[config.mk]
export PLATFORM = sky130hd
export DESIGN_NAME = port_function_mux
export DESIGN_NICKNAME = d
export VERILOG_FILES = /design/src/hdl/port_mux_pkg.sv /design/src/hdl/port_function_mux.sv
export SDC_FILE = /design/constraint.sdc
export NUM_CORES = 1
export LEC_CHECK = 0
export BUFFER_PORTS_ARGS = -buffer_cell sky130_fd_sc_hd__buf_2
export CAP_MARGIN = 20
export CELL_PAD_IN_SITES_DETAIL_PLACEMENT = 0
export CELL_PAD_IN_SITES_GLOBAL_PLACEMENT = 1
export CORE_MARGIN = 2
export CORE_UTILIZATION = 42
export CTS_BUF_LIST = sky130_fd_sc_hd__clkbuf_8
export CTS_CLUSTER_SIZE = 10
export DETAILED_ROUTE_END_ITERATION = 8
export PLACE_DENSITY_LB_ADDON = 0.1
export SLEW_MARGIN = 15
export SYNTH_ARGS = -nofsm -noshare
export SYNTH_HDL_FRONTEND = slang
export SYNTH_SLANG_ARGS = --single-unit
[constraint.sdc]
create_clock -name ref_clk -period 11.9 [get_ports ref_clk]
set_input_delay 2.38 -clock ref_clk [delete_from_list [all_inputs] [get_ports ref_clk]]
set_output_delay 2.38 -clock ref_clk [all_outputs]
set_load 0.02 [all_outputs]
[src/hdl/port_mux_pkg.sv]
// Shared constants and carriers for the port function multiplexer
package port_mux_pkg;

    // ------------------------------------------------------------
    // Geometry
    // ------------------------------------------------------------
    localparam int NPORTS = 4;
    localparam int NBITS  = 8;

    // ------------------------------------------------------------
    // Register frame: four registers per port, port p at p*4
    // ------------------------------------------------------------
    localparam logic [15:0] FRAME_BASE = 16'h1020;
    localparam logic [15:0] FRAME_MASK = 16'hfff0;
    localparam logic [1:0]  OFF_SEL_A  = 2'h0;
    localparam logic [1:0]  OFF_SEL_B  = 2'h1;
    localparam logic [1:0]  OFF_VALUE  = 2'h2;
    localparam logic [1:0]  OFF_DIR    = 2'h3;

    // ------------------------------------------------------------
    // Reset values
    // ------------------------------------------------------------
    localparam logic [7:0] RST_SEL  = 8'h00;
    localparam logic [7:0] RST_DIR  = 8'h00;
    localparam logic [7:0] RST_VAL  = 8'h00;
    localparam logic [7:0] RD_IDLE  = 8'h00;

    typedef enum logic [1:0] {
        FN_GPIO = 2'b00,
        FN_EXPA = 2'b01,
        FN_EXPB = 2'b10
    } pin_fn_e;

    typedef logic [NPORTS-1:0][NBITS-1:0] port_bits_t;

    typedef struct packed {
        logic [15:0] addr;
        logic [7:0]  wdata;
        logic        wr;
        logic        rd;
    } reg_req_s;

    typedef struct packed {
        port_bits_t out_a;
        port_bits_t oe_a;
        port_bits_t out_b;
        port_bits_t oe_b;
    } exp_drive_s;

    typedef struct packed {
        logic        req;
        logic        wr;
        logic [3:0]  off;
        logic [7:0]  wdata;
    } ext_req_s;

endpackage : port_mux_pkg

[src/hdl/port_function_mux.sv]
// Pin function multiplexer for four 8-bit ports with bus expansion
//
// Functional notes
// - Microprocessor mode forces expansion function B everywhere
// - Microcomputer mode starts all pins as inputs
// - Software picks output, input, function A or B
// - Expansion functions selectable pin by pin
// - Program memory off: frame accesses go external
// - Two select bits jointly choose pin function
// - GPIO: direction bit chooses, value bit drives/reads
`timescale 1ns/1ps
module port_function_mux
    import port_mux_pkg::*;
(
    input  wire logic       ref_clk,
    input  wire logic       rst,
    input  wire logic       mode_mpu,
    input  wire logic       prog_mem_off,
    input  wire reg_req_s   req,
    output logic [7:0]      rdata,
    input  wire port_bits_t pin_in,
    output port_bits_t      pin_out,
    output port_bits_t      pin_oe,
    input  wire exp_drive_s exp_drv,
    output port_bits_t      exp_in,
    output ext_req_s        ext,
    input  wire logic [7:0] ext_rdata
);

    // ------------------------------------------------------------
    // State
    // ------------------------------------------------------------
    typedef struct packed {
        port_bits_t sel_a;
        port_bits_t sel_b;
        port_bits_t dir;
        port_bits_t val;
        port_bits_t s1;
        port_bits_t s2;
        port_bits_t s3;
        port_bits_t pin;
        port_bits_t out;
        port_bits_t oe;
        logic [7:0] rdata;
        logic       mpu;
        logic       ext_mem;
        logic       strapped;
        ext_req_s   ext;
    } state_s;

    state_s st;
    state_s next_st;

    function automatic pin_fn_e pin_fn(input logic mpu, input logic a,
                                       input logic b);
        if (mpu || b)
            return FN_EXPB;
        else if (a)
            return FN_EXPA;
        else
            return FN_GPIO;
    endfunction : pin_fn

    // ------------------------------------------------------------
    // Next state
    // ------------------------------------------------------------
    always_comb begin
        logic       hit;
        logic [1:0] port;
        logic [1:0] off;
        pin_fn_e    fn;
        next_st = st;
        hit  = (req.addr & FRAME_MASK) == FRAME_BASE;
        port = req.addr[3:2];
        off  = req.addr[1:0];
        fn   = FN_GPIO;

        // Straps are caught once, on the first edge after release
        if (!st.strapped) begin
            next_st.strapped = 1'b1;
            next_st.mpu      = mode_mpu;
            next_st.ext_mem  = prog_mem_off;
        end

        // Three-stage sync; level accepted once stages 2 and 3 agree
        next_st.s1 = pin_in;
        next_st.s2 = st.s1;
        next_st.s3 = st.s2;
        for (int p = 0; p < NPORTS; p++) begin
            for (int b = 0; b < NBITS; b++) begin
                if (st.s2[p][b] == st.s3[p][b])
                    next_st.pin[p][b] = st.s3[p][b];
            end
        end

        // Register access or external forwarding
        next_st.ext.req = 1'b0;
        next_st.rdata   = RD_IDLE;
        if (hit && st.ext_mem && (req.wr || req.rd)) begin
            next_st.ext.req   = 1'b1;
            next_st.ext.wr    = req.wr;
            next_st.ext.off   = req.addr[3:0];
            next_st.ext.wdata = req.wdata;
            if (req.rd)
                next_st.rdata = ext_rdata;
        end else if (hit && req.wr) begin
            unique case (off)
                OFF_SEL_A: next_st.sel_a[port] = req.wdata;
                OFF_SEL_B: next_st.sel_b[port] = req.wdata;
                OFF_VALUE: next_st.val[port]   = req.wdata;
                OFF_DIR:   next_st.dir[port]   = req.wdata;
            endcase
        end else if (hit && req.rd) begin
            unique case (off)
                OFF_SEL_A: next_st.rdata = st.sel_a[port];
                OFF_SEL_B: next_st.rdata = st.sel_b[port];
                OFF_DIR:   next_st.rdata = st.dir[port];
                OFF_VALUE: begin
                    // Input pins read the pin, outputs read the latch
                    for (int b = 0; b < NBITS; b++)
                        next_st.rdata[b] = st.dir[port][b] ?
                            st.val[port][b] : st.pin[port][b];
                end
            endcase
        end

        // Per-pin function select; no pin drives before straps land
        for (int p = 0; p < NPORTS; p++) begin
            for (int b = 0; b < NBITS; b++) begin
                fn = pin_fn(st.mpu, st.sel_a[p][b],
                            st.sel_b[p][b]);
                unique case (fn)
                    FN_GPIO: begin
                        next_st.out[p][b] = st.val[p][b];
                        next_st.oe[p][b]  = st.dir[p][b];
                    end
                    FN_EXPA: begin
                        next_st.out[p][b] = exp_drv.out_a[p][b];
                        next_st.oe[p][b]  = exp_drv.oe_a[p][b];
                    end
                    FN_EXPB: begin
                        next_st.out[p][b] = exp_drv.out_b[p][b];
                        next_st.oe[p][b]  = exp_drv.oe_b[p][b];
                    end
                    default: begin
                        next_st.out[p][b] = 1'b0;
                        next_st.oe[p][b]  = 1'b0;
                    end
                endcase
                if (!st.strapped) begin
                    next_st.out[p][b] = 1'b0;
                    next_st.oe[p][b]  = 1'b0;
                end
            end
        end
    end

    // ------------------------------------------------------------
    // Registers
    // ------------------------------------------------------------
    always_ff @(posedge ref_clk or posedge rst) begin
        if (rst) begin
            st <= '0;
            st.sel_a <= {NPORTS{RST_SEL}};
            st.sel_b <= {NPORTS{RST_SEL}};
            st.dir   <= {NPORTS{RST_DIR}};
            st.val   <= {NPORTS{RST_VAL}};
        end else begin
            st <= next_st;
        end
    end

    assign rdata   = st.rdata;
    assign pin_out = st.out;
    assign pin_oe  = st.oe;
    assign exp_in  = st.pin;
    assign ext     = st.ext;
endmodule : port_function_mux

Yosys cells after proc, flatten, opt, wreduce, memory -nomap -nowiden --
Index checks and enable logic that the tools add are counted.
Word-level totals: ROM bits 0, output and inout port bits 118, input bits 198, memories kept 0, memory bits (writable) 0, flip-flop bits (word level) 345, bits in latches 0
Cells by class: bitwise gates (word level) 1, multiply operators 0, reduce and logical (&&, ||, !) cells 75, shifts and indexed selects 0, divide/modulo/power cells 0, equal/unequal tests 100, mux-type cells 222, add/sub/neg operators 0, magnitude comparators 2
Operators with widths (count):
- case mux 1 bit (3 select lines) | 64
- bitwise mux 32 bit | 4
- 2-to-1 mux 1 bit | 104
- binary-select mux 8 bit (select 2 bit) | 5
- 2-to-1 mux 8 bit | 10
- == test 2 bit, second input constant | 34
- == test 2 x 1 -> 1 bit, second input constant | 33
- zero test 2 bit | 33
- 2-to-1 mux 2 bit | 32
- logical OR 1 bit | 33
- == test 1 bit | 32
- case mux 8 bit (4 select lines) | 1
- demux 8 bit (select 2 bit) | 1
- 2-to-1 mux 14 bit | 1
- == test 12 x 9 -> 1 bit, second input constant | 1
- AND reduction 3 bit | 4
- logical AND 1 bit | 5
- < comparator 2 x 3 -> 1 bit, second input constant | 1
- greater-or-equal comparator 2 x 1 -> 1 bit, second input constant | 1
- NOT 1 bit | 1

Longest topological paths before layout --
Gate-level depths: netlist of the first run.
word-level depth 7, gate-level depth with buffers 7

Worst setup path before layout of the first run --
OpenSTA, ideal clock, no wires.
path kind input to register, start point input req[16] in the netlist's numbering, end point register st (netlist bit ext[11]), library setup time 0.128 ns, stages 5, data arrival time 3.899 ns, buffers on the path 1, setup slack 7.873 ns, cell sequence nor4b_4 and4_1 o21a_4 buf_6 mux2_1
On the way: cells in the longest elaborated chain, start to end 3
Ends and longest elaborated chain:
- start: declaration | line port_function_mux.sv:19 | input wire reg_req_s req,
- == test 12 x 9 -> 1 bit | line port_function_mux.sv:73 | hit = (req.addr & FRAME_MASK) == FRAME_BASE;
- logical AND 1 bit (2 in a row) | line port_function_mux.sv:99 | if (hit && st.ext_mem && (req.wr || req.rd)) begin
- end signal: assignment | line port_function_mux.sv:169 | st <= next_st;
- end: declaration | line port_function_mux.sv:51 | state_s st;
No other way between the ends. A chain may end at the register's enable or synchronous reset.

==> results of run 1 <==
per-layer routing:
layer / track usage, % / vias up
li1: - / 4076
met4: 6.27 / 2
met2: 35.7 / 274
met1: 29.4 / 4575
met3: 4.61 / 65
met5: 0 / -
logic make-up after synthesis:
| logic type | share of synthesized area (%) |
|---|---|
| flip-flops | 55.0 |
| AND/OR/NAND/NOR | 7.00 |
| other | 0.0239 |
| multiplexers | 23.7 |
| buffers and inverters | 6.94 |
| AO/OA/AOI/OAI | 5.29 |
| adder cells (fa/ha/maj) | 2.04 |
path summary, 6_finish.rpt:
kind                               from            to  slack, ns  cells past startpoint
setup / recovery                    rst       st[340]       7.66                      4
max in group ref_clk            req[12]      rdata[1]       7.78                      6
hold / removal             next_st[175]  next_st[143]       0.34                      0
setup reg to reg                 st[15]       st[238]       9.89                      4
hold reg to reg            next_st[175]  next_st[143]       0.34                      0
min in group asynchronous           rst  next_st[161]       1.91                      2
per-stage QoR:
step	util (%)	cell area (um2)	hold WS [ns]
after floorplan	-	15700	0.331
after global placement	45.9	16900	0.331
after detailed placement	45.9	16900	0.335
after CTS	49.3	18100	0.344
after global routing	49.4	18100	0.353
final	49.4	18100	0.344
report_power, final:
part	internal [mW]	switching, mW	leakage [nW]
logic	0.0853	0.140	4.40
registers	1.22	0.0277	4.46
clock network	0.621	0.494	0.712
total	1.93	0.662	9.57
state kept, by name (all words and copies together), names as in the netlist:
name,count
next_st,64
st,163
rdata,8
pin_oe,32
exp_in,32
pin_out,32
ext,14
final cells by class:
type / instances / area share (%)
diodes: 2 / 0.0276
clock buffers: 77 / 5.85
clock inverters: 30 / 1.04
inverters: 3 / 0.0829
multi-input cells: 528 / 33.0
flip-flops and latches: 345 / 47.7
well taps: 468 / 3.23
repair buffers: 324 / 9.09
worst reg2reg max path, stage by stage, from the launching register on:
cell and delay [ns]:
dfrtp_1 0.49, and4bb_2 0.37, nand3_4 0.22, nor2_8 0.46
mux2_4 0.34
cell usage in the layout (no fill, tap or decap), drive strengths merged:
master / Yosys / routed
and4b: 1 / 1
inv: 3 / 19
nor3b: 1 / 1
conb: 1 / 1
a211oi: 8 / 8
clkinv: 0 / 10
o21ai: 9 / 9
nand4: 1 / 1
and4: 1 / 1
nor3: 8 / 8
maj3: 32 / 32
nand3b: 1 / 1
clkbuf: 23 / 77
buf: 132 / 324
nor4b: 3 / 3
a22o: 1 / 1
o21a: 1 / 1
nand2: 66 / 66
and4bb: 2 / 2
or3b: 7 / 7
mux2i: 72 / 72
a211o: 7 / 7
mux4: 41 / 41
mux2: 142 / 142
o211a: 64 / 64
diode: 0 / 2
dfrtp: 345 / 345
and2: 1 / 1
nor4: 1 / 1
nand2b: 1 / 1
bufinv: 0 / 2
nor2: 49 / 49
clkinvlp: 0 / 2
nand3: 7 / 7
==> run metrics, run 1 <==
top cells by area, synth=dfrtp_1, mux2_4, mux4_2; Setup WS pre-CTS=6.88 ns; worst path required time=roughly 13 ns; Non-Filler Instances=~1,800; share of layout cells above drive strength 1=between 40% and 50%; Setup Buffers After CTS=0; CP cell instances=buf_2, clkinvlp_4, buf_4, buf_4; crit share post-route=35.6%; min-delay worst type=flip-flop to flip-flop; Final Hold Viols=0; fin worst setup slack=7.66 ns; port bufs=315; critical path's slowest cell=buf_4; Worst-path clk slew=0.06 ns; most frequent cells after synthesis=dfrtp_1, mux2_4, buf_4; critical-path maximum fanout=74; Post-CTS Resized=0; largest net degree at the start of global routing=75; Synth Register Bits=345; initial DRC count=~340; CTS sink count=roughly 350; CORE AREA=between 0.03 and 0.04 mm2; H-Tree Depth=2; setup TNS=0 ns; Tot GR Track Use=roughly 22%; status=complete, no violations; Buf/Inv on CP=4; number of placed I/O pins=316; initial core utilization=42.8%; crit start category=primary input; wire length on met2=19,900 um; post-synthesis instance total=~1,000; clk buf depth=3; Die Wd=a little under 200 um; Worst slew margin=a little under two fifths; Clk Latency, worst-skew pair=0.65 ns; routed wire length per instance=~23 um; slowest cell delay on critical path=0.84 ns; total grt overflow=0; crit path DAT=4.87 ns; setup violators final=0; initial antenna violation count=3; Die Area=0.0389 mm2; post-synth net total=1,229; total power=2.59 mW; most frequent CP cell=buf_4; Async SR Flop Fraction=100%; Via Count=8,992; TritonCTS clock tree=done; Synth Cell Area=0.0157 mm2; M1 WL=18,400 um; vias in the first global route=9,533; synthesized area per cell=15.2 um2; hold buffers post-CTS=0; max-slew violation count=0; Least-Margin Pin Slew=roughly 0.95 ns; vias per std cell=5.06; leakage=~9.6 nW; cell taking the most area after synthesis=dfrtp_1; Max Used Layer=met5; top cell type's share of synthesized area=55.0%; DPL Wire Length=28,500 um; unrepaired setup endpoints after global routing=no; routability congestion estimate=0.774; Max Cap Viol=0; FF+latch area=0.00864 mm2; Area growth syn-to-layout=15.4%; FP Rows=70; Num CTS Buffers=between 50 and 60; drc violations=0; final net count=1,458; delay-heaviest family, CP=buffers and inverters; endpoint kind of the worst setup timing path=async pin; top_reg_cell synth=dfrtp_1; antenna-violating nets left=0; Fmax=between 0.2 and 0.25 GHz; final WL=slightly above 40,000 um; multi-input combinational cell area=0.00598 mm2; most frequent cell after synthesis=dfrtp_1; Max IR drop VDD=0.0901 mV; skew final=0.0212 ns; first-pass GRT wire length=61,900 um; Pre-Repair DR Iteration Count=4; clk root buf=clkbuf_8; Seq/Total Area, Yosys=55.0%; EDFF count, synth=0; Netlist cell types=40; # fillers=about 3,300; Placed Cells=~1,700; pwr/cell area=143 mW/mm2; CP Class=primary input to async pin; Detail Route met3 WL=about 2300 um; Tmin final=4.24 ns; Synth warnings=0; Die Ht=197 um
No activity file was read; power rests on OpenSTA's default activity.
==> run 2, diff against run 1 <==
--- a/config.mk
+++ b/config.mk
@@ -10,7 +10,7 @@
 export CELL_PAD_IN_SITES_DETAIL_PLACEMENT = 0
 export CELL_PAD_IN_SITES_GLOBAL_PLACEMENT = 1
 export CORE_MARGIN = 2
-export CORE_UTILIZATION = 42
+export CORE_UTILIZATION = 47
 export CTS_BUF_LIST = sky130_fd_sc_hd__clkbuf_8
 export CTS_CLUSTER_SIZE = 10
 export DETAILED_ROUTE_END_ITERATION = 8
==> constraint.sdc (replaced) <==
create_clock -name ref_clk -period 4.2 [get_ports ref_clk]
set_input_delay 0.84 -clock ref_clk [delete_from_list [all_inputs] [get_ports ref_clk]]
set_output_delay 0.84 -clock ref_clk [all_outputs]
set_load 0.02 [all_outputs]
==> run metrics, run 2 (synthesized netlist as in run 1, its figures left out) <==
share of layout cells above drive strength 1=47.0% (was 47.7%); number of placed I/O pins=316 (unchanged); largest net degree at the start of global routing=64 (was 75); Num CTS Buffers=57 (was 58); Die Area=0.0349 mm2 (was 0.0389 mm2); routability congestion estimate=0.804 (was 0.774); most frequent cells in the layout=dfrtp_1, buf_2, mux2_4, clkbuf_8, mux2i_1 (unchanged); endpoint kind of the worst setup timing path=flip-flop (was async pin); Die Wd=187 um (was 197 um); Max Cap Viol=0 (unchanged); max FFs per register=163 (unchanged); CORE AREA=0.0327 mm2 (was 0.0367 mm2); final WL=39,400 um (was 41,500 um); Placed Cells=1,644 (was 1,668); crit start category=primary input (unchanged); pwr/cell area=392 mW/mm2 (was 143 mW/mm2); CTS sink count=345 (unchanged); leakage=9.59 nW (was 9.57 nW); Fmax=0.400 GHz; Biggest register=st (unchanged); final net count=1,460 (was 1,458); Tot GR Track Use=22.9% (was 21.8%); Worst slew margin=30.2% (was 36.9%); delay-heaviest family, CP=buffers and inverters (unchanged); initial core utilization=48.0% (was 42.8%); Via Count=8,979 (was 8,992); antenna-violating nets left=0 (unchanged); drc violations=0 (unchanged); Max IR drop VDD=0.246 mV (was 0.0901 mV); DPL Wire Length=26,800 um (was 28,500 um); Die Ht=187 um (was 197 um); max-slew violation count=0 (unchanged); CP Class=primary input to flip-flop (was primary input to async pin); initial DRC count=579 (was 343); total power=7.10 mW (was 2.59 mW); Least-Margin Pin Slew=1.05 ns (was 0.947 ns); setup violators final=0 (unchanged); # fillers=2,797 (was 3,250); routed wire length per instance=22.5 um (was 23.3 um); vias per std cell=5.13 (was 5.06); clk root buf=clkbuf_8 (unchanged); hold buffers post-CTS=0 (unchanged); Clk Latency, worst-skew pair=0.59 ns (was 0.65 ns); crit share post-route=59.6%; TritonCTS clock tree=done (unchanged); Final Hold Viols=0 (unchanged); critical path's slowest cell=buf_2 (was buf_4); Tmin final=between 2 and 3 ns; FP Rows=66 (was 70); crit path DAT=3.03 ns (was 4.87 ns); Setup Buffers After CTS=0 (unchanged); min-delay worst type=primary input to async pin (was flip-flop to flip-flop); total grt overflow=0 (unchanged); most common cell after layout, fill and taps aside=dfrtp_1 (unchanged); unrepaired setup endpoints after global routing=no (unchanged); setup TNS=0 ns (unchanged); worst path required time=4.73 ns (was 12.53 ns); CP cell instances=buf_2, buf_4, mux4_2, or3b_1, a211oi_1, a211o_1 (was buf_2, clkinvlp_4, buf_4, buf_4); port bufs=315 (unchanged); fin util=55.3% (was 49.4%); vias in the first global route=9,713 (was 9,533); Area growth syn-to-layout=15.2% (was 15.4%); H-Tree Depth=2 (unchanged); skew final=0.0161 ns (was 0.0212 ns); Post-CTS Resized=0 (unchanged); Buf/Inv on CP=2 (was 4); critical-path maximum fanout=23 (was 74); first-pass GRT wire length=60,400 um (was 61,900 um); Pre-Repair DR Iteration Count=4 (unchanged); Worst-path clk slew=0.06 ns (about the same); initial antenna violation count=4 (was 3); status=complete, no violations (unchanged); clk buf depth=3 (unchanged); slowest cell delay on critical path=0.58 ns (was 0.84 ns); Non-Filler Instances=1,752 (was 1,777)
==> run 2: worst paths after layout <==
check / slack [ns] / cells after the start / endpoint / from
max: 1.70 / 6 / rdata[7] / req[13]
min: 0.20 / 2 / pin_oe[8] / rst
max reg2reg: 2.24 / 4 / st[220] / st[15]
min reg2reg: 0.34 / 0 / next_st[150] / next_st[182]
max in group asynchronous: 3.04 / 4 / st[14] / rst
min in group ref_clk: 0.34 / 0 / next_st[150] / next_st[182]
==> run 2: layout make-up <==
type	instances	area, um2	share of cell area (%)
clock buffers	75	1030	5.71
repair buffers	327	1740	9.64
clock inverters	28	118	0.650
inverters	3	15.0	0.0830
flip-flops and latches	345	8630	47.7
well taps	442	553	3.06
diodes	4	10.0	0.0553
multi-input cells	528	5980	33.1
==> run 2: where the power goes <==
group	switching [mW]	internal, mW	total [mW]
Sequential	0.0658	3.45	3.52
Combinational	0.411	0.252	0.663
Clock	1.33	1.59	2.92
==> run 2: metrics by stage <==
step | hold slack [ns] | setup WS, ns | area [um2]
after global routing | 0.174 | 1.62 | 18100
final | 0.196 | 1.70 | 18100
after global placement | 0.331 | 1.10 | 16900
after floorplan | 0.331 | -1.26 | 15700
after detailed placement | 0.335 | 1.11 | 16900
after CTS | 0.320 | 1.72 | 18100
==> run 2: layer usage <==
layer	up-vias	part of all wire, %	global-route usage, %	routed length, um
met5	-	0	0	0
met4	0	2.4	6.93	956
met3	71	6.4	4.91	2520
met2	318	48	37.0	19000
met1	4506	43	31.1	17000
li1	4084	-	-	-
==> run 3, diff against run 2 <==
--- a/config.mk
+++ b/config.mk
@@ -5,12 +5,13 @@
 export SDC_FILE = /design/constraint.sdc
 export NUM_CORES = 1
 export LEC_CHECK = 0
+export ABC_AREA = 1
 export BUFFER_PORTS_ARGS = -buffer_cell sky130_fd_sc_hd__buf_2
 export CAP_MARGIN = 20
 export CELL_PAD_IN_SITES_DETAIL_PLACEMENT = 0
 export CELL_PAD_IN_SITES_GLOBAL_PLACEMENT = 1
 export CORE_MARGIN = 2
-export CORE_UTILIZATION = 47
+export CORE_UTILIZATION = 39
 export CTS_BUF_LIST = sky130_fd_sc_hd__clkbuf_8
 export CTS_CLUSTER_SIZE = 10
 export DETAILED_ROUTE_END_ITERATION = 8
==> constraint.sdc (replaced) <==
create_clock -name ref_clk -period 2.2 [get_ports ref_clk]
set_input_delay 0.44 -clock ref_clk [delete_from_list [all_inputs] [get_ports ref_clk]]
set_output_delay 0.44 -clock ref_clk [all_outputs]
set_load 0.02 [all_outputs]
==> run metrics, run 3 <==
endpoint kind of the worst setup timing path=output pin (was flip-flop); Die Area=0.0439 mm2 (was 0.0349 mm2); port bufs=315 (unchanged); routability congestion estimate=0.877 (was 0.804); Setup WS pre-CTS=0.00611 ns (was 1.11 ns); largest net degree at the start of global routing=79 (was 64); routed wire length per instance=19.4 um (was 22.5 um); TritonCTS clock tree=done (unchanged); worst path required time=1.76 ns (was 4.73 ns); post-synthesis instance total=1,950 (was 1,031); share of layout cells above drive strength 1=21.8% (was 47.0%); DP Area=0.0178 mm2 (was 0.0169 mm2); setup violators final=0 (unchanged); Biggest register=st (unchanged); Async SR Flop Fraction=100% (unchanged); EDFF count, synth=0 (unchanged); Max Cap Viol=0 (unchanged); critical-path maximum fanout=3 (was 23); vias in the first global route=13,700 (was 9,713); CTS sink count=345 (unchanged); final instance area=0.0194 mm2 (was 0.0181 mm2); most frequent cells in the layout=nand2_1, nand3_1, dfrtp_1, buf_2, inv_1 (was dfrtp_1, buf_2, mux2_4, clkbuf_8, mux2i_1); pwr/cell area=714 mW/mm2 (was 392 mW/mm2); unrepaired setup endpoints after global routing=no (unchanged); vias per std cell=4.96 (was 5.13); Least-Margin Pin Slew=0.624 ns (was 1.05 ns); post-synth net total=2,148 (was 1,229); Worst slew margin=58.4% (was 30.2%); drc violations=0 (unchanged); final WL=54,100 um (was 39,400 um); Synth Cell Area=0.0165 mm2 (was 0.0157 mm2); Die Ht=210 um (was 187 um); Final Hold Viols=0 (unchanged); Via Count=13,900 (was 8,979); Clk Latency, worst-skew pair=0.67 ns (was 0.59 ns); Synth Register Bits=345 (unchanged); max-slew violation count=0 (unchanged); DPL Wire Length=40,700 um (was 26,800 um); number of placed I/O pins=316 (unchanged); fin worst setup slack=0.453 ns (was 1.70 ns); top cells by area, synth=dfrtp_1, nand2_1, nand3_1 (was dfrtp_1, mux2_4, mux4_2); Area growth syn-to-layout=17.8% (was 15.2%); initial core utilization=39.4% (was 48.0%); Netlist cell types=28 (was 40); delay-heaviest family, CP=flip-flops (was buffers and inverters); Max IR drop VDD=0.629 mV (was 0.246 mV); synthesized area per cell=8.45 um2 (was 15.2 um2); crit share post-route=79.4%; Fmax=0.572 GHz; CORE AREA=0.0419 mm2 (was 0.0327 mm2); first-pass GRT wire length=82,200 um (was 60,400 um); most frequent cells after synthesis=nand2_1, nand3_1, dfrtp_1 (was dfrtp_1, mux2_4, buf_4); Buf/Inv on CP=1 (was 2); Die Wd=210 um (was 187 um); H-Tree Depth=2 (unchanged); most common cell after layout, fill and taps aside=nand2_1 (was dfrtp_1); initial DRC count=1,011 (was 579); top_reg_cell synth=dfrtp_1 (unchanged); Tmin final=about 1.7 ns; FP Rows=75 (was 66); max FFs per register=163 (unchanged); Non-Filler Instances=2,796 (was 1,752); Worst-path clk slew=0.06 ns (about the same); Seq/Total Area, Yosys=52.4% (was 55.0%); total grt overflow=0 (unchanged); CP cell instances=buf_2 (was buf_2, buf_4, mux4_2, or3b_1, a211oi_1, a211o_1); total power=13.9 mW (was 7.10 mW); Tot GR Track Use=24.9% (was 22.9%); slowest cell delay on critical path=0.44 ns (was 0.58 ns); most frequent cell after synthesis=nand2_1 (was dfrtp_1); critical path's slowest cell=dfrtp_1 (was buf_2); crit path DAT=1.31 ns (was 3.03 ns); min-delay worst type=primary input to flip-flop (was primary input to async pin); Synth warnings=0 (unchanged); clk root buf=clkbuf_8 (unchanged); final net count=2,410 (was 1,460); Num CTS Buffers=60 (was 57); Placed Cells=2,649 (was 1,644); leakage=10.9 nW (was 9.59 nW); Pre-Repair DR Iteration Count=5 (was 4); cell taking the most area after synthesis=dfrtp_1 (unchanged); antenna-violating nets left=0 (unchanged); worst hold slack=0.0756 ns (was 0.196 ns); crit start category=flip-flop (was primary input); status=complete, no violations (unchanged); top cell type's share of synthesized area=52.4% (was 55.0%); CP Class=flip-flop to output pin (was primary input to flip-flop); skew final=0.0330 ns (was 0.0161 ns); clk buf depth=3 (unchanged); initial antenna violation count=4 (unchanged); Setup Buffers After CTS=0 (unchanged)
-- run 3: final timing paths --
path                              start            to  slack (ns)  cells past startpoint
max                          exp_in[13]    exp_in[13]        0.45                      1
min                             req[10]        ext[8]        0.08                      3
max reg2reg                      st[15]       st[274]        0.58                      7
min reg2reg                next_st[161]  next_st[129]        0.34                      0
max in group asynchronous           rst    pin_oe[27]        1.60                      3
min in group asynchronous           rst       st[318]        0.17                      3
-- run 3: routing by layer --
| layer | global-route usage, % | vias to the layer above | wire (um) |
|---|---|---|---|
| li1 | - | 6696 | - |
| met1 | 33.4 | 6703 | 23900 |
| met5 | 0 | - | 34 |
| met2 | 41.3 | 394 | 25800 |
| met4 | 6.43 | 6 | 1120 |
| met3 | 5.40 | 77 | 3230 |
-- run 3: tightest hold or removal path, cell delays in order --
cell     delay, ns
buf_2         0.13
nand2_1       0.06
nand2_1       0.05
-- run 3: area by class of cell --
cell class / count / area (um2)
Fill cell: 4204 / 22400
Tap cell: 539 / 674
Clock buffer: 72 / 991
Clock inverter: 34 / 178
Timing Repair Buffer: 408 / 2600
Sequential cell: 345 / 8640
Inverter: 117 / 443
Antenna cell: 1 / 2.50
Multi-Input combinational cell: 1280 / 5890
-- run 3: metrics by stage --
stage / setup TNS (ns) / util [%]
floorplan: -985.48 / -
global placement: -0.0106 / 42.6
detailed placement: 0 / 42.6
CTS: 0 / 46.4
global route: 0 / 46.4
finish: 0 / 46.4
-- run 3: timing repair --
action                    4_1_cts  5_1_grt
resized for setup               0        0
hold endpoints to repair       40        0
hold buffers                   40        0
-- run 3: logic make-up (layout without fill, tap and decap cells) --
kind of cell / after synthesis / after routing / share of synthesized area (%)
and+or+nand+nor: 1170 / 1170 / 31.3
DFF: 345 / 345 / 52.4
buffers and inverters: 325 / 631 / 12.0
AOI/OAI and AO/OA: 76 / 76 / 2.32
adders and majority gates: 32 / 32 / 1.94
other: 1 / 2 / 0.0228
muxes: 1 / 1 / 0.0683
-- run 3: where the power goes --
part,switching (mW),internal (mW),total [mW]
clock network,2.65,3.07,5.72
registers,0.125,6.56,6.69
logic,0.933,0.519,1.45
